## config.mk

```make
export PLATFORM = sky130hd
export DESIGN_NAME = bfm_ctrl
export DESIGN_NICKNAME = d
export VERILOG_FILES = /design/src/inc/bfm_pkg.sv /design/src/inc/bfm_sync_if.sv /design/src/rtl/bfm_sync.sv /design/src/rtl/bfm_ctrl.sv
export SDC_FILE = /design/constraint.sdc
export NUM_CORES = 1
export LEC_CHECK = 0
export BUFFER_PORTS_ARGS = -buffer_cell sky130_fd_sc_hd__buf_2
export CAP_MARGIN = 20
export CORE_AREA = 4 4 137 139
export DETAILED_ROUTE_END_ITERATION = 10
export DIE_AREA = 0 0 141 143
export PLACE_DENSITY_LB_ADDON = 0.05
export SKIP_CTS_REPAIR_TIMING = 1
export SYNTH_ARGS = -nofsm -noshare
export SYNTH_HDL_FRONTEND = slang
export SYNTH_SLANG_ARGS = --single-unit
export TNS_END_PERCENT = 50
```

## constraint.sdc

```tcl
create_clock -name clk -period 1.9 [get_ports clk]
set_clock_uncertainty 0.2 [all_clocks]
set_input_delay 0.095 -clock clk [delete_from_list [all_inputs] [get_ports clk]]
set_output_delay 0.095 -clock clk [all_outputs]
set_load 0.005 [all_outputs]
```

## src/inc/bfm_pkg.sv

```systemverilog
// Purpose: constants and types for the burst and fault mode controller
// Assumes: 10 MHz core clock; every count is derived from a time and the clock period
// Notes:   comparator inputs travel as one vector, indexed by the IDX_ names below
package bfm_pkg;

    // core clock
    localparam int CLK_PERIOD_NS = 100;

    // times as printed, in their own units
    localparam int T_BLANK_MS = 20;       // light-load and overload blanking
    localparam int T_SPIKE_US = 30;       // spike blanking after every fault condition
    localparam int T_OVP_HI_US = 120;     // high supply over-voltage qualification
    localparam int T_UV_MS = 10;          // supply under-voltage qualification
    localparam int T_EXT_BLANK_MS = 1;    // external restart request ignored after start

    // least times, rounded up to whole cycles
    localparam int BLANK_CYC = (T_BLANK_MS * 1000000 + CLK_PERIOD_NS - 1) / CLK_PERIOD_NS;
    localparam int SPIKE_CYC = (T_SPIKE_US * 1000 + CLK_PERIOD_NS - 1) / CLK_PERIOD_NS;
    localparam int OVP_HI_CYC =
        ((T_OVP_HI_US + T_SPIKE_US) * 1000 + CLK_PERIOD_NS - 1) / CLK_PERIOD_NS;
    localparam int UV_CYC =
        (T_UV_MS * 1000000 + CLK_PERIOD_NS - 1) / CLK_PERIOD_NS + SPIKE_CYC;
    localparam int EXT_BLANK_CYC = (T_EXT_BLANK_MS * 1000000 + CLK_PERIOD_NS - 1) / CLK_PERIOD_NS;

    // counter widths
    localparam int LONG_W = 18;
    localparam int SHORT_W = 11;

    // comparator vector layout
    localparam int N_CMP = 10;
    localparam int IDX_LIGHT = 0;     // feedback under 1.35 V
    localparam int IDX_BHIGH = 1;     // feedback over 3.5 V
    localparam int IDX_BLOW = 2;      // feedback under 3.0 V
    localparam int IDX_OVL = 3;       // feedback over 4.0 V
    localparam int IDX_RAMP = 4;      // blanking-adjust over 4.0 V
    localparam int IDX_EXT = 5;       // blanking-adjust under 0.33 V
    localparam int IDX_OV_SS = 6;     // supply over 20.5 V
    localparam int IDX_OV_HI = 7;     // supply over 25.5 V
    localparam int IDX_UNDER = 8;     // supply under 10.5 V (turn-off level)
    localparam int IDX_TURN_ON = 9;   // supply at turn-on level
    localparam int IDX_OT = 10;       // thermal monitor (top bit of the sync vector, index N_CMP)

    // short qualification timers
    localparam int N_SHORT = 5;
    localparam int SQ_OVP_SS = 0;
    localparam int SQ_OVP_HI = 1;
    localparam int SQ_OT = 2;
    localparam int SQ_EXT = 3;
    localparam int SQ_SPIKE = 4;
    localparam logic [N_SHORT-1:0][SHORT_W-1:0] SHORT_LIM = '{
        SHORT_W'(SPIKE_CYC), SHORT_W'(SPIKE_CYC), SHORT_W'(SPIKE_CYC),
        SHORT_W'(OVP_HI_CYC), SHORT_W'(SPIKE_CYC)};

    // operating states
    typedef enum logic [2:0] {
        ST_SOFT_START,
        ST_NORMAL,
        ST_BURST_OFF,
        ST_BURST_ON,
        ST_RST_WAIT,
        ST_RST_CHARGE
    } bfm_state_t;

    // whole controller state
    typedef struct packed {
        bfm_state_t st;
        logic [LONG_W-1:0] ll_cnt;
        logic [LONG_W-1:0] ol_cnt;
        logic [LONG_W-1:0] uv_cnt;
        logic [LONG_W-1:0] start_cnt;
        logic [N_SHORT-1:0][SHORT_W-1:0] sh_cnt;
        logic burst_flag;
        logic bias_en;
        logic startup_en;
        logic reduced_sel;
        logic clamp_release;
        logic soft_start_en;
        logic ext_stop;
        logic gate_ok;
        logic restart;
    } bfm_ctl_t;

endpackage : bfm_pkg

```

## src/inc/bfm_sync_if.sv

```systemverilog
// Purpose: carries raw comparator levels to the synchroniser and the clean copies back
// Assumes: one clock domain; the width is set by the user
// Notes:   src is the controller side, syn the synchroniser side
`timescale 1ns/1ps
interface bfm_sync_if #(parameter int W = 1);
    logic [W-1:0] raw;
    logic [W-1:0] sync;
    modport src (output raw, input sync);
    modport syn (input raw, output sync);
endinterface : bfm_sync_if

```

## src/rtl/bfm_sync.sv

```systemverilog
// Purpose: two-flop synchroniser bank for the analog comparator outputs
// Assumes: raw levels are asynchronous to clk
// Notes:   the first stage feeds only the second stage
`timescale 1ns/1ps
module bfm_sync #(
    parameter int W = 1
) (
    input logic clk,
    input logic rst_n,
    bfm_sync_if.syn sif
);

    typedef struct packed {
        logic [W-1:0] s1;
        logic [W-1:0] s2;
    } bfm_sync_st_t;

    bfm_sync_st_t state_reg;
    bfm_sync_st_t state_next;

    // shift each level through two stages
    always_comb begin
        state_next = state_reg;
        state_next.s1 = sif.raw;
        state_next.s2 = state_reg.s1;
    end

    // register the stages, cleared by reset
    always_ff @(posedge clk) begin
        if (!rst_n) begin
            state_reg <= '0;
        end else begin
            state_reg <= state_next;
        end
    end

    assign sif.sync = state_reg.s2;

endmodule : bfm_sync

```

## src/rtl/bfm_ctrl.sv

```systemverilog
// Purpose: burst mode and auto-restart control of a flyback switching controller
// Assumes: comparator outputs are asynchronous; soft_start_done and pwm_latch_q are on clk
// Notes:   all qualification times are cycle counts at 10 MHz
//
// Overview of operation
// - light-load counter clears one cycle after normal operation ends
// - burst entry after 20 ms under 1.35 V
// - burst entry sets flag, switches bias off
// - startup source stays off during burst
// - above 3.5 V bias returns, switching resumes
// - burst selects reduced 0.34 V current limit
// - under 3.0 V bias switches off again
// - above 4.0 V burst ends, full limit
// - soft-start over-voltage with feedback high, 30 us
// - supply over 25.5 V for 150 us, except in burst
// - over-temperature for 30 us enters restart
// - feedback over 4.0 V 20 ms releases clamp
// - clamp holds blanking pin until released
// - overload plus ramp high, 30 us more
// - supply under 10.5 V for 10.03 ms
// - external low request stops gate, restarts
// - external request ignored first 1 ms
// - only overload uses the extendable blanking
// - restart: off, charge, power up, soft start
// - faults rechecked after each startup phase
// - soft start on every restart attempt
`timescale 1ns/1ps
module bfm_ctrl
    import bfm_pkg::*;
#(
    parameter int BLANK_CYCLES = bfm_pkg::BLANK_CYC,
    parameter int UV_CYCLES = bfm_pkg::UV_CYC,
    parameter int EXT_BLANK_CYCLES = bfm_pkg::EXT_BLANK_CYC
) (
    input logic clk,
    input logic rst_n,
    input logic light_load_comparator,
    input logic burst_high_comparator,
    input logic burst_low_comparator,
    input logic overload_comparator,
    input logic ramp_level_comparator,
    input logic ext_restart_level,
    input logic supply_softstart_over,
    input logic supply_over_comparator,
    input logic supply_under,
    input logic supply_turn_on,
    input logic over_temp,
    input logic soft_start_done,
    input logic pwm_latch_q,
    output logic gate_req,
    output logic burst_flag,
    output logic bias_en,
    output logic startup_cell_en,
    output logic reduced_limit_gate,
    output logic clamp_release_switch,
    output logic soft_start_en,
    output logic auto_restart
);
    import bfm_pkg::*;

    localparam logic [LONG_W-1:0] BLANK_LIM = LONG_W'(BLANK_CYCLES);
    localparam logic [LONG_W-1:0] UV_LIM = LONG_W'(UV_CYCLES);
    localparam logic [LONG_W-1:0] START_LIM = LONG_W'(EXT_BLANK_CYCLES);

    bfm_ctl_t state_reg;
    bfm_ctl_t state_next;
    logic [N_CMP:0] s;
    logic op;
    logic in_burst;
    logic start_done;
    logic ol_done;
    logic fault;
    logic [N_SHORT-1:0] sh_cond;

    // saturating qualification counter, cleared when its condition drops
    function automatic logic [LONG_W-1:0] tick_l(input logic [LONG_W-1:0] c,
                                                  input logic cond,
                                                  input logic [LONG_W-1:0] lim);
        logic [LONG_W-1:0] r;
        r = '0;
        if (cond) begin
            r = (c >= lim) ? lim : LONG_W'(c + 1'b1);
        end
        return r;
    endfunction : tick_l

    // comparator synchronisers
    bfm_sync_if #(.W(N_CMP + 1)) cmp_if ();
    assign cmp_if.raw = {over_temp, supply_turn_on, supply_under, supply_over_comparator,
                         supply_softstart_over, ext_restart_level, ramp_level_comparator,
                         overload_comparator, burst_low_comparator, burst_high_comparator,
                         light_load_comparator};
    bfm_sync #(.W(N_CMP + 1)) u_sync (
        .clk(clk),
        .rst_n(rst_n),
        .sif(cmp_if.syn)
    );
    assign s = cmp_if.sync;

    // state decode and qualified conditions
    assign op = (state_reg.st != ST_RST_WAIT) && (state_reg.st != ST_RST_CHARGE);
    assign in_burst = (state_reg.st == ST_BURST_OFF) || (state_reg.st == ST_BURST_ON);
    assign start_done = (state_reg.start_cnt == START_LIM);
    assign ol_done = (state_reg.ol_cnt == BLANK_LIM);
    assign sh_cond[SQ_OVP_SS] = op && (state_reg.st == ST_SOFT_START)
                                && s[IDX_OV_SS] && s[IDX_OVL];
    assign sh_cond[SQ_OVP_HI] = op && !in_burst && s[IDX_OV_HI];
    assign sh_cond[SQ_OT] = op && s[IDX_OT];
    assign sh_cond[SQ_EXT] = op && start_done && s[IDX_EXT];
    assign sh_cond[SQ_SPIKE] = op && ol_done && s[IDX_RAMP];

    // any qualified fault sends the converter to auto-restart
    always_comb begin
        fault = (state_reg.uv_cnt == UV_LIM);
        for (int i = 0; i < N_SHORT; i++) begin
            if (state_reg.sh_cnt[i] == SHORT_LIM[i]) begin
                fault = 1'b1;
            end
        end
    end

    // next state of the whole controller
    always_comb begin
        state_next = state_reg;
        // light-load counter only runs in normal operation
        state_next.ll_cnt = tick_l(state_reg.ll_cnt,
                                   (state_reg.st == ST_NORMAL) && s[IDX_LIGHT], BLANK_LIM);
        state_next.ol_cnt = tick_l(state_reg.ol_cnt, op && s[IDX_OVL], BLANK_LIM);
        state_next.uv_cnt = tick_l(state_reg.uv_cnt, op && s[IDX_UNDER], UV_LIM);
        state_next.start_cnt = tick_l(state_reg.start_cnt, op, START_LIM);
        for (int i = 0; i < N_SHORT; i++) begin
            if (!sh_cond[i]) begin
                state_next.sh_cnt[i] = '0;
            end else if (state_reg.sh_cnt[i] < SHORT_LIM[i]) begin
                state_next.sh_cnt[i] = SHORT_W'(state_reg.sh_cnt[i] + 1'b1);
            end
        end
        if (op && fault) begin
            state_next.st = ST_RST_WAIT;
        end else begin
            unique case (state_reg.st)
                ST_SOFT_START: begin
                    if (soft_start_done) begin
                        state_next.st = ST_NORMAL;
                    end
                end
                ST_NORMAL: begin
                    if ((state_reg.ll_cnt == BLANK_LIM) && s[IDX_LIGHT]) begin
                        state_next.st = ST_BURST_OFF;
                    end
                end
                ST_BURST_OFF: begin
                    if (s[IDX_OVL]) begin
                        state_next.st = ST_NORMAL;
                    end else if (s[IDX_BHIGH]) begin
                        state_next.st = ST_BURST_ON;
                    end
                end
                ST_BURST_ON: begin
                    if (s[IDX_OVL]) begin
                        state_next.st = ST_NORMAL;
                    end else if (s[IDX_BLOW]) begin
                        state_next.st = ST_BURST_OFF;
                    end
                end
                ST_RST_WAIT: begin
                    if (s[IDX_UNDER]) begin
                        state_next.st = ST_RST_CHARGE;
                    end
                end
                ST_RST_CHARGE: begin
                    if (s[IDX_TURN_ON]) begin
                        state_next.st = ST_SOFT_START;
                    end
                end
            endcase
        end
        // outputs follow the next state
        state_next.burst_flag = (state_next.st == ST_BURST_OFF)
                                || (state_next.st == ST_BURST_ON);
        state_next.reduced_sel = state_next.burst_flag;
        state_next.bias_en = (state_next.st == ST_NORMAL) || (state_next.st == ST_SOFT_START)
                             || (state_next.st == ST_BURST_ON);
        state_next.startup_en = (state_next.st == ST_RST_CHARGE);
        state_next.soft_start_en = (state_next.st == ST_SOFT_START);
        state_next.restart = !state_next.bias_en && !state_next.burst_flag;
        state_next.clamp_release = (state_next.ol_cnt == BLANK_LIM);
        state_next.ext_stop = op && start_done && s[IDX_EXT];
        state_next.gate_ok = state_next.bias_en && !state_next.ext_stop;
    end

    // state register, reset lands in soft start as at power-up
    always_ff @(posedge clk) begin
        if (!rst_n) begin
            state_reg <= '{st: ST_SOFT_START, bias_en: 1'b1, soft_start_en: 1'b1,
                           gate_ok: 1'b1, default: '0};
        end else begin
            state_reg <= state_next;
        end
    end

    // outputs; the gate request is the switching latch masked by gate_ok
    assign gate_req = pwm_latch_q && state_reg.gate_ok;
    assign burst_flag = state_reg.burst_flag;
    assign bias_en = state_reg.bias_en;
    assign startup_cell_en = state_reg.startup_en;
    assign reduced_limit_gate = state_reg.reduced_sel;
    assign clamp_release_switch = state_reg.clamp_release;
    assign soft_start_en = state_reg.soft_start_en;
    assign auto_restart = state_reg.restart;
endmodule : bfm_ctrl

```

==> flow_summary.yaml, run 1 <==
timing:
  relSlewSlack_pct: 66.4
  tightest_slew_ns: 0.502
  setup-violations-final: 2
  rsz0062_at_grt: "yes"
  min_period_ns: 2.18
  hold_viol_final: 0
  fin_ws_ns: -0.280
  slew_viol_final: 0
  post-route-period-util_pct: 115
  fmax_mhz: 459
die:
  io_pins: 23
  fp.dieArea_um2: 20200
  die_h_um: 143
  rows: 49
  core-area_um2: 17700
  die_w_um: 141
  start_util_pct: 39.4
final_layout:
  fillers: 1664
  fin_util_pct: 51.2
  n_antenna_cell: 0
  largest_reg_flops: 131
  drive_gt1_share_pct: 22.6
  nNetsFinal: 957
  areaGrowthSynthToFinish_pct: 29.9
yosys:
  avgSynthCellArea_um2: 8.82
  synthFlopType: "dfxtp_1"
  synth-edff-count: 0
  ys_seq_area_share_pct: 45.8
  syn_area_um2: 6960
  syn_inst: 789
  ys_async_sr_fraction_pct: 0
  yosys_warnings: 0
  ys_seq_elements: 159
  ys_types: 62
setup_path:
  end_kind: "flip-flop"
  path_class: "reg -> reg"
  crit_arrival_ns: 2.30
  path_max_fanout: 5
  required_ns: 2.02
  crit_path_start_kind: "flip-flop"
route:
  drt_first_pass_iters: 4
  wire_per_inst_um: 12.9
  drt.antenna.violating_nets: 0
  via_per_inst: 4.86
  wl_um: 15000
  drc: 0
  drt-initial-drc-count: 218
  vias: 5668
grt:
  grtUsageTotal_pct: 15.1
  antenna_found_initial: 0
  grt_max_degree: 25
  grt_pass1_wl_um: 24800
  grt-ovfl-total: 0
  grt_pass1_vias: 5473
place:
  gp_congestion: 0.816
  port_buffers: 22
  hpwl_um: 10500
  pre_cts_slack_ns: -0.214
clock_network:
  cts_sinks: 159
  cts_buffers: 17
  cts_tree: "built"
  cts_buffer_depth: 2
  path_clk_slew_ns: 0.06
  root_buffer: "clkbuf_16"
  htree_levels: 4
  clk_latency_ns: 0.43
pwr:
  totalPowerFinal_mw: 6.89
  ir_worst_vdd_v: 0.000627
  power.leakage_nw: 3.39
  powerDensity_nw_per_um2: 762
outcome:
  status: "finished, violations left"
  violations: "negative setup slack"
job:
  maxCapViolCount: 0
worst_hold_path:
  hp-class: "in -> reg"
## synth_stat cells (3+ instances only)
cell,count,area (µm²)
a21oi_1,35,175
nand2b_1,5,31.3
o31ai_1,3,22.5
buf_2,10,50.1
nand3_1,39,195
nand4_1,36,225
nand2_1,44,165
and3_1,25,156
nand4b_1,4,35.0
nor3_1,12,60.1
ha_1,18,225
inv_1,35,131
xor2_1,58,508
a31oi_1,8,50.1
nor4_1,9,56.3
nor2_1,134,503
clkbuf_1,11,41.3
a21boi_1,4,30.0
xnor2_1,39,342
and2_1,35,219
o21ai_0,12,60.1
dfxtp_1,159,3180
## logic make-up (layout without fill, tap and decap cells)
| group | Yosys count | in the layout | share of synthesized area, % |
|---|---|---|---|
| other cells | 1 | 5 | 0.0539 |
| simple gates | 368 | 368 | 27.2 |
| mux | 2 | 2 | 0.306 |
| fa+ha+maj | 18 | 18 | 3.24 |
| flops | 159 | 159 | 45.8 |
| xor+xnor | 97 | 97 | 12.2 |
| buf+inv | 60 | 204 | 3.56 |
| compound gates | 84 | 84 | 7.68 |
## critical path: stages (launching register included)
cell and delay, ns:
dfxtp_2 0.35, ha_4 0.16, nand4_1 0.20, nor4_4 0.42
buf_4 0.18, a311oi_2 0.13, a31oi_4 0.18, o31ai_2 0.09
and3_1 0.16
## cell usage in the layout (no fill, tap or decap), drive strengths merged, types with 3 or more instances in the layout
| cell type | netlist | final |
|---|---|---|
| nand2 | 45 | 45 |
| nand4b | 4 | 4 |
| and3 | 25 | 25 |
| conb | 1 | 5 |
| nand2b | 5 | 5 |
| clkinv | 0 | 3 |
| clkbuf | 13 | 20 |
| nor3 | 12 | 12 |
| xnor2 | 39 | 39 |
| o21ai | 13 | 13 |
| dlygate4sd3 | 0 | 21 |
| inv | 35 | 41 |
| o31ai | 3 | 3 |
| a21oi | 35 | 35 |
| nand4 | 36 | 36 |
| ha | 18 | 18 |
| buf | 12 | 115 |
| dfxtp | 159 | 159 |
| clkinvlp | 0 | 3 |
| xor2 | 58 | 58 |
| a31oi | 9 | 9 |
| a21boi | 6 | 6 |
| and2 | 36 | 36 |
| nor4 | 12 | 12 |
| nor2 | 135 | 135 |
| nand3 | 40 | 40 |
## final cells by class
cell class	count	area, µm²	share of cell area (%)
clock buffers	19	443	4.90
repair buffers	137	1060	11.7
well taps	229	287	3.17
flip-flops and latches	159	3200	35.4
clock inverters	13	126	1.40
inverters	35	131	1.45
multi-input cells	574	3790	41.9
## routing by layer
layer | up-vias | routed length, µm | global-route usage (%)
li1 | 2953 | - | -
met2 | 61 | 7230 | 25.5
met3 | 30 | 361 | 3.25
met4 | 0 | 416 | 7.65
met5 | - | 0 | 0
met1 | 2624 | 6990 | 18.1
## where the power goes
| group | switching (mW) | total (mW) | internal, mW |
|---|---|---|---|
| Sequential | 0.0284 | 3.40 | 3.37 |
| Combinational | 0.0793 | 0.180 | 0.101 |
| Clock | 1.44 | 3.30 | 1.86 |
## per-stage QoR
step                      TNS [ns]  instance area, µm²  hold WS, ns  instances
after floorplan            -0.0331                6970       0.0223        793
after global placement      -0.918                7920        0.101       1106
after detailed placement    -0.980                7920        0.104       1106
after CTS                    -1.36                8490       -0.361       1138
after global routing         -1.79                9040        0.212       1166
final                       -0.375                9040        0.204       1166
## path summary, 6_finish.rpt
kind                                            start                   end  slack, ns  cells after the start
worst max-delay path                   state_reg[101]  clamp_release_switch      -0.28                      8
worst min-delay path            burst_high_comparator  u_sync.state_next[1]       0.20                      3
worst max register to register         state_reg[101]  clamp_release_switch      -0.28                      8
worst min register to register          state_reg[62]         state_reg[62]       0.23                      2
Power figures use the tool's default switching activity.
==> inputs of run 2 (changes only) <==
--- a/config.mk
+++ b/config.mk
@@ -7,12 +7,13 @@
 export LEC_CHECK = 0
 export BUFFER_PORTS_ARGS = -buffer_cell sky130_fd_sc_hd__buf_2
 export CAP_MARGIN = 20
-export CORE_AREA = 4 4 137 139
+export CORE_AREA = 4 4 123 125
 export DETAILED_ROUTE_END_ITERATION = 10
-export DIE_AREA = 0 0 141 143
+export DIE_AREA = 0 0 127 129
 export PLACE_DENSITY_LB_ADDON = 0.05
 export SKIP_CTS_REPAIR_TIMING = 1
 export SYNTH_ARGS = -nofsm -noshare
 export SYNTH_HDL_FRONTEND = slang
+export SYNTH_HIERARCHICAL = 1
 export SYNTH_SLANG_ARGS = --single-unit
 export TNS_END_PERCENT = 50
==> run 2 against run 1 <==
The flow still finishes with violations (negative setup slack). Fmax up 7.9%. Synthesized area down 0.14%. Combinational power up 4%. Flip-flop and latch count unchanged. Critical path type unchanged. Largest cell class unchanged. Largest power group unchanged.
==> flow_summary.yaml, run 2 <==
pwr:
  powerDensity_nw_per_um2: 784
  switching_share_pct: 23.4
  power_frac_comb_pct: 2.7
  pwr-share-seq_pct: 48.7
  p_clk_share_pct: 48.7
  power.internal_mw: 5.35
  power.leakage_nw: 3.36
  totalPowerFinal_mw: 6.98
  switchingPower_mw: 1.64
  ir_worst_vdd_v: 0.000932
place:
  dpl-instance-area_um2: 7920
  hpwl_um: 10300
  port_buffers: 22
  gp_congestion: 0.855
  place_inst: 1063
  pre_cts_slack_ns: -0.124
clock_network:
  htree_levels: 4
  clk_latency_ns: 0.43
  cts_tree: "built"
  path_clk_slew_ns: 0.07
  root_buffer: "clkbuf_16"
  cts_sinks: 159
  cts_buffers: 17
  cts_buffer_depth: 2
timing:
  rsz0062_at_grt: "yes"
  timing.setup.tns_ns: -0.374
  slew_viol_final: 0
  fmax_mhz: 495
  setup-violations-final: 8
  min_period_ns: 2.02
  hold_viol_final: 0
  whs_ns: 0.220
  fin_ws_ns: -0.121
  post-route-period-util_pct: 106
route:
  vias: 5661
  drc: 0
  wire_per_inst_um: 13.1
  drt-initial-drc-count: 167
  wl_um: 14500
  drt_first_pass_iters: 5
  drt.antenna.violating_nets: 0
  via_per_inst: 5.09
grt:
  antenna_found_initial: 0
  grtUsageTotal_pct: 18.3
  grt_pass1_vias: 5635
  grt_pass1_wl_um: 24900
  grt_max_degree: 18
  grt-ovfl-total: 0
final_layout:
  fin_util_pct: 64.2
  nNetsFinal: 952
  mostFrequentLayoutCells: "dfxtp_1, nor2_1, buf_4, xor2_1, nand2_1"
  layout_commonest_cell: "dfxtp_1"
  fin_area_um2: 8910
  n_antenna_cell: 0
  drive_gt1_share_pct: 25.3
  final-instance-count-excl-fill: 1112
  areaGrowthSynthToFinish_pct: 28.2
  largest_reg_flops: 131
setup_path:
  path_buf_inv: 1
  path_class: "reg -> reg"
  crit_path_start_kind: "flip-flop"
  slowest_delay_ns: 0.38
  critPathSlowestCell: "or3b_4"
  end_kind: "flip-flop"
  path_cells: "inv_2 > ha_4 > and4b_1 > nand4_1 > o31ai_2 > or3b_4 > o211a_4 > a211oi_1"
  required_ns: 2.04
  path_max_fanout: 4
  path_delay_family: "simple AND/OR/NAND/NOR gates"
  crit_arrival_ns: 2.16
yosys:
  synth_largest_area_cell: "dfxtp_1"
  synth-edff-count: 0
  ys_seq_area_share_pct: 45.8
  ys_async_sr_fraction_pct: 0
  synth_common_cells: "dfxtp_1, nor2_1, xor2_1, nand2_1, nand3_1"
  syn_area_um2: 6950
  avgSynthCellArea_um2: 8.92
  ys_seq_elements: 159
  synth.top_cell.area_share_pct: 45.8
  yosys_warnings: 6
  ys_types: 64
  syn_inst: 779
  synth_area_leaders: "dfxtp_1, xor2_1, nor2_1, xnor2_1, ha_1"
  synth_most_common_cell: "dfxtp_1"
  synthFlopType: "dfxtp_1"
outcome:
  status: "finished, violations left"
  violations: "negative setup slack"
die:
  die_h_um: 129
  rows: 43
  io_pins: 23
  start_util_pct: 50.0
  die_w_um: 127
  core-area_um2: 13900
  fp.dieArea_um2: 16400
job:
  maxCapViolCount: 0
worst_hold_path:
  hp-class: "in -> reg"
==> run 2: worst reg2reg max path, delay by kind of cell (launching register included) <==
kind / cells / cell delay (ns)
adders and majority gates: 1 / 0.15
DFF: 1 / 0.34
AOI/OAI and AO/OA: 3 / 0.50
and+or+nand+nor: 3 / 0.69
buffers and inverters: 1 / 0.06
==> run 2: cells by family (layout without fill, tap and decap cells) <==
kind of cell	count (synthesis)	after routing	synth area share (%)
AO/OA/AOI/OAI	86	86	8.29
XOR/XNOR	90	90	11.3
adder cells (fa/ha/maj)	18	18	3.24
buffers and inverters	56	204	3.57
flip-flops	159	159	45.8
multiplexers	3	3	0.450
other	1	5	0.0540
AND/OR/NAND/NOR	366	367	27.2
==> run 2: path summary, 6_finish.rpt <==
check | cells after the start | slack, ns | to | startpoint
max | 8 | -0.12 | state_reg[1] | state_reg[10]
min | 3 | 0.22 | u_sync/state_next[5] | ext_restart_level
max reg2reg | 8 | -0.12 | state_reg[1] | state_reg[10]
min reg2reg | 2 | 0.23 | state_reg[19] | state_reg[19]
==> run 2: final cells by class <==
class	instances	area, µm²
clock buffer	17	425
clock inverter	15	166
fill	1170	4970
inverter	39	148
multi-input combinational	569	3760
sequential	159	3210
tap	180	225
timing repair buffer	133	980
==> run 2: power groups by stage <==
stage / sequential, mW / clock [mW] / combinational, mW
global route: 3.40 / 3.65 / 0.207
floorplan: 3.47 / 0 / 0.0872
detailed placement: 3.47 / 0 / 0.153
global placement: 3.47 / 0 / 0.150
finish: 3.40 / 3.40 / 0.187
CTS: 3.40 / 3.51 / 0.154
==> run 2: routing by layer <==
layer	part of all wire (%)	GRT usage [%]
met5	0	0
met4	1.6	7.13
met3	2.8	4.61
met2	52	32.3
met1	44	21.5
==> inputs of run 3 (changes only) <==
--- a/config.mk
+++ b/config.mk
@@ -7,9 +7,9 @@
 export LEC_CHECK = 0
 export BUFFER_PORTS_ARGS = -buffer_cell sky130_fd_sc_hd__buf_2
 export CAP_MARGIN = 20
-export CORE_AREA = 4 4 123 125
+export CORE_AREA = 4 4 172 174
 export DETAILED_ROUTE_END_ITERATION = 10
-export DIE_AREA = 0 0 127 129
+export DIE_AREA = 0 0 176 178
 export PLACE_DENSITY_LB_ADDON = 0.05
 export SKIP_CTS_REPAIR_TIMING = 1
 export SYNTH_ARGS = -nofsm -noshare
==> run 3 against run 2 <==
The run still ends with negative setup slack left. First-iteration DRC count is 19% higher. Non-clock buffer count is 31 higher. Setup slack better by 0.013 ns. Core utilization is 30 points lower. Fmax is 0.62% higher. Via count is 1.2% higher. Largest power group is now the clock network. Highest routed layer unchanged.
==> flow_summary.yaml, run 3 (same netlist as run 2, synthesis figures left out) <==
outcome:
  status: "finished, violations left"
  violations: "negative setup slack"
pwr:
  powerDensity_nw_per_um2: 759
  totalPowerFinal_mw: 7.12
  power.leakage_nw: 3.49
  ir_worst_vdd_v: 0.000569
clock_network:
  cts_sinks: 159
  htree_levels: 4
  path_clk_slew_ns: 0.06
  cts_tree: "built"
  clk_latency_ns: 0.42
  root_buffer: "clkbuf_16"
  cts_buffers: 17
  cts_buffer_depth: 2
route:
  drt_first_pass_iters: 4
  met3_length_um: 283
  vias: 5730
  via_per_inst: 4.28
  drc: 0
  wl_met1_um: 8360
  dr_wl_met2_um: 7880
  drt-initial-drc-count: 199
  wl_um: 16700
  routed.top_layer: "met4"
  wire_per_inst_um: 12.5
  drt.antenna.violating_nets: 0
timing:
  slew_viol_final: 0
  whs_ns: 0.0566
  post-route-period-util_pct: 106
  rsz0062_at_grt: "yes"
  setup-violations-final: 12
  fin_ws_ns: -0.109
  min_period_ns: 2.01
  hold_viol_final: 0
  fmax_mhz: 498
  timing.setup.tns_ns: -0.510
final_layout:
  layout_commonest_cell: "dfxtp_1"
  drive_gt1_share_pct: 27.2
  nNetsFinal: 982
  areaGrowthSynthToFinish_pct: 35.2
  largest_reg_flops: 131
  fin_util_pct: 33.8
  n_antenna_cell: 0
  mostFrequentLayoutCells: "dfxtp_1, nor2_1, buf_4, xor2_1, nand2_1"
die:
  fp.dieArea_um2: 31300
  die_h_um: 178
  rows: 61
  core-area_um2: 27800
  io_pins: 23
  start_util_pct: 25.0
  die_w_um: 176
setup_path:
  crit_path_start_kind: "flip-flop"
  end_kind: "flip-flop"
  path_cells: "inv_2 > ha_2 > and4b_1 > nand4_1 > o31ai_2 > or3b_1 > o211a_4 > a211oi_2"
  path_max_fanout: 4
  required_ns: 2.04
  slowest_delay_ns: 0.40
  crit_arrival_ns: 2.15
  path_class: "reg -> reg"
  critPathSlowestCell: "or3b_1"
  reg2reg_depth: 8
place:
  gp_congestion: 0.767
  port_buffers: 22
  hpwl_um: 12400
  pre_cts_slack_ns: -0.221
grt:
  grt_pass1_wl_um: 28700
  antenna_found_initial: 0
  grt_pass1_vias: 5895
  grt-ovfl-total: 0
  grtUsageTotal_pct: 11.2
  grt_max_degree: 17
worst_hold_path:
  holdPathStages: 5
  hp-class: "in -> reg"
job:
  maxCapViolCount: 0
[run 3: cell count changes in the layout (fill, tap and decap cells not counted), moves of 3 or more]
cell,previous run,this run
clkinv_2,1,5
clkinv_4,0,3
inv_6,6,1
inv_8,4,0
buf_4,97,125
[run 3: critical path, delay by kind of cell, from the launching register on]
family | cells | cell delay [ns]
flip-flops | 1 | 0.35
AND/OR/NAND/NOR | 3 | 0.70
adder cells (fa/ha/maj) | 1 | 0.16
buffers and inverters | 1 | 0.03
AO/OA/AOI/OAI | 3 | 0.49
[run 3: power breakdown]
part	switching, mW	internal [mW]	total (mW)
combinational	0.0898	0.108	0.198
sequential	0.0254	3.37	3.40
clock	1.46	2.07	3.53
total	1.57	5.55	7.12
[run 3: final cells by class]
type	instances	area, µm²
timing repair buffer	164	1230
multi-input combinational	568	3730
clock inverter	14	168
clock buffer	18	429
fill	2921	18400
tap	378	473
inverter	39	148
sequential	159	3210
[run 3: path summary, 6_finish.rpt]
kind	slack, ns	from	end
setup reg to reg	-0.11	state_reg[9]	state_reg[1]
hold / removal	0.06	soft_start_done	reduced_limit_gate
hold reg to reg	0.23	state_reg[63]	state_reg[63]
setup / recovery	-0.11	state_reg[9]	state_reg[1]
[run 3: per-layer routing]
layer	track usage, %	vias to the layer above
li1	-	2988
met1	14.6	2694
met4	2.92	0
met2	18.6	38
met5	0	-
met3	2.90	10
[run 3: through the flow]
| step | cell area (µm²) | std cells |
|---|---|---|
| 2_1_floorplan | 6970 | 783 |
| 3_3_place_gp | 8390 | 1289 |
| 3_5_place_dp | 8390 | 1289 |
| 4_1_cts | 8990 | 1321 |
| 5_1_grt | 9390 | 1340 |
| 6_report | 9390 | 1340 |
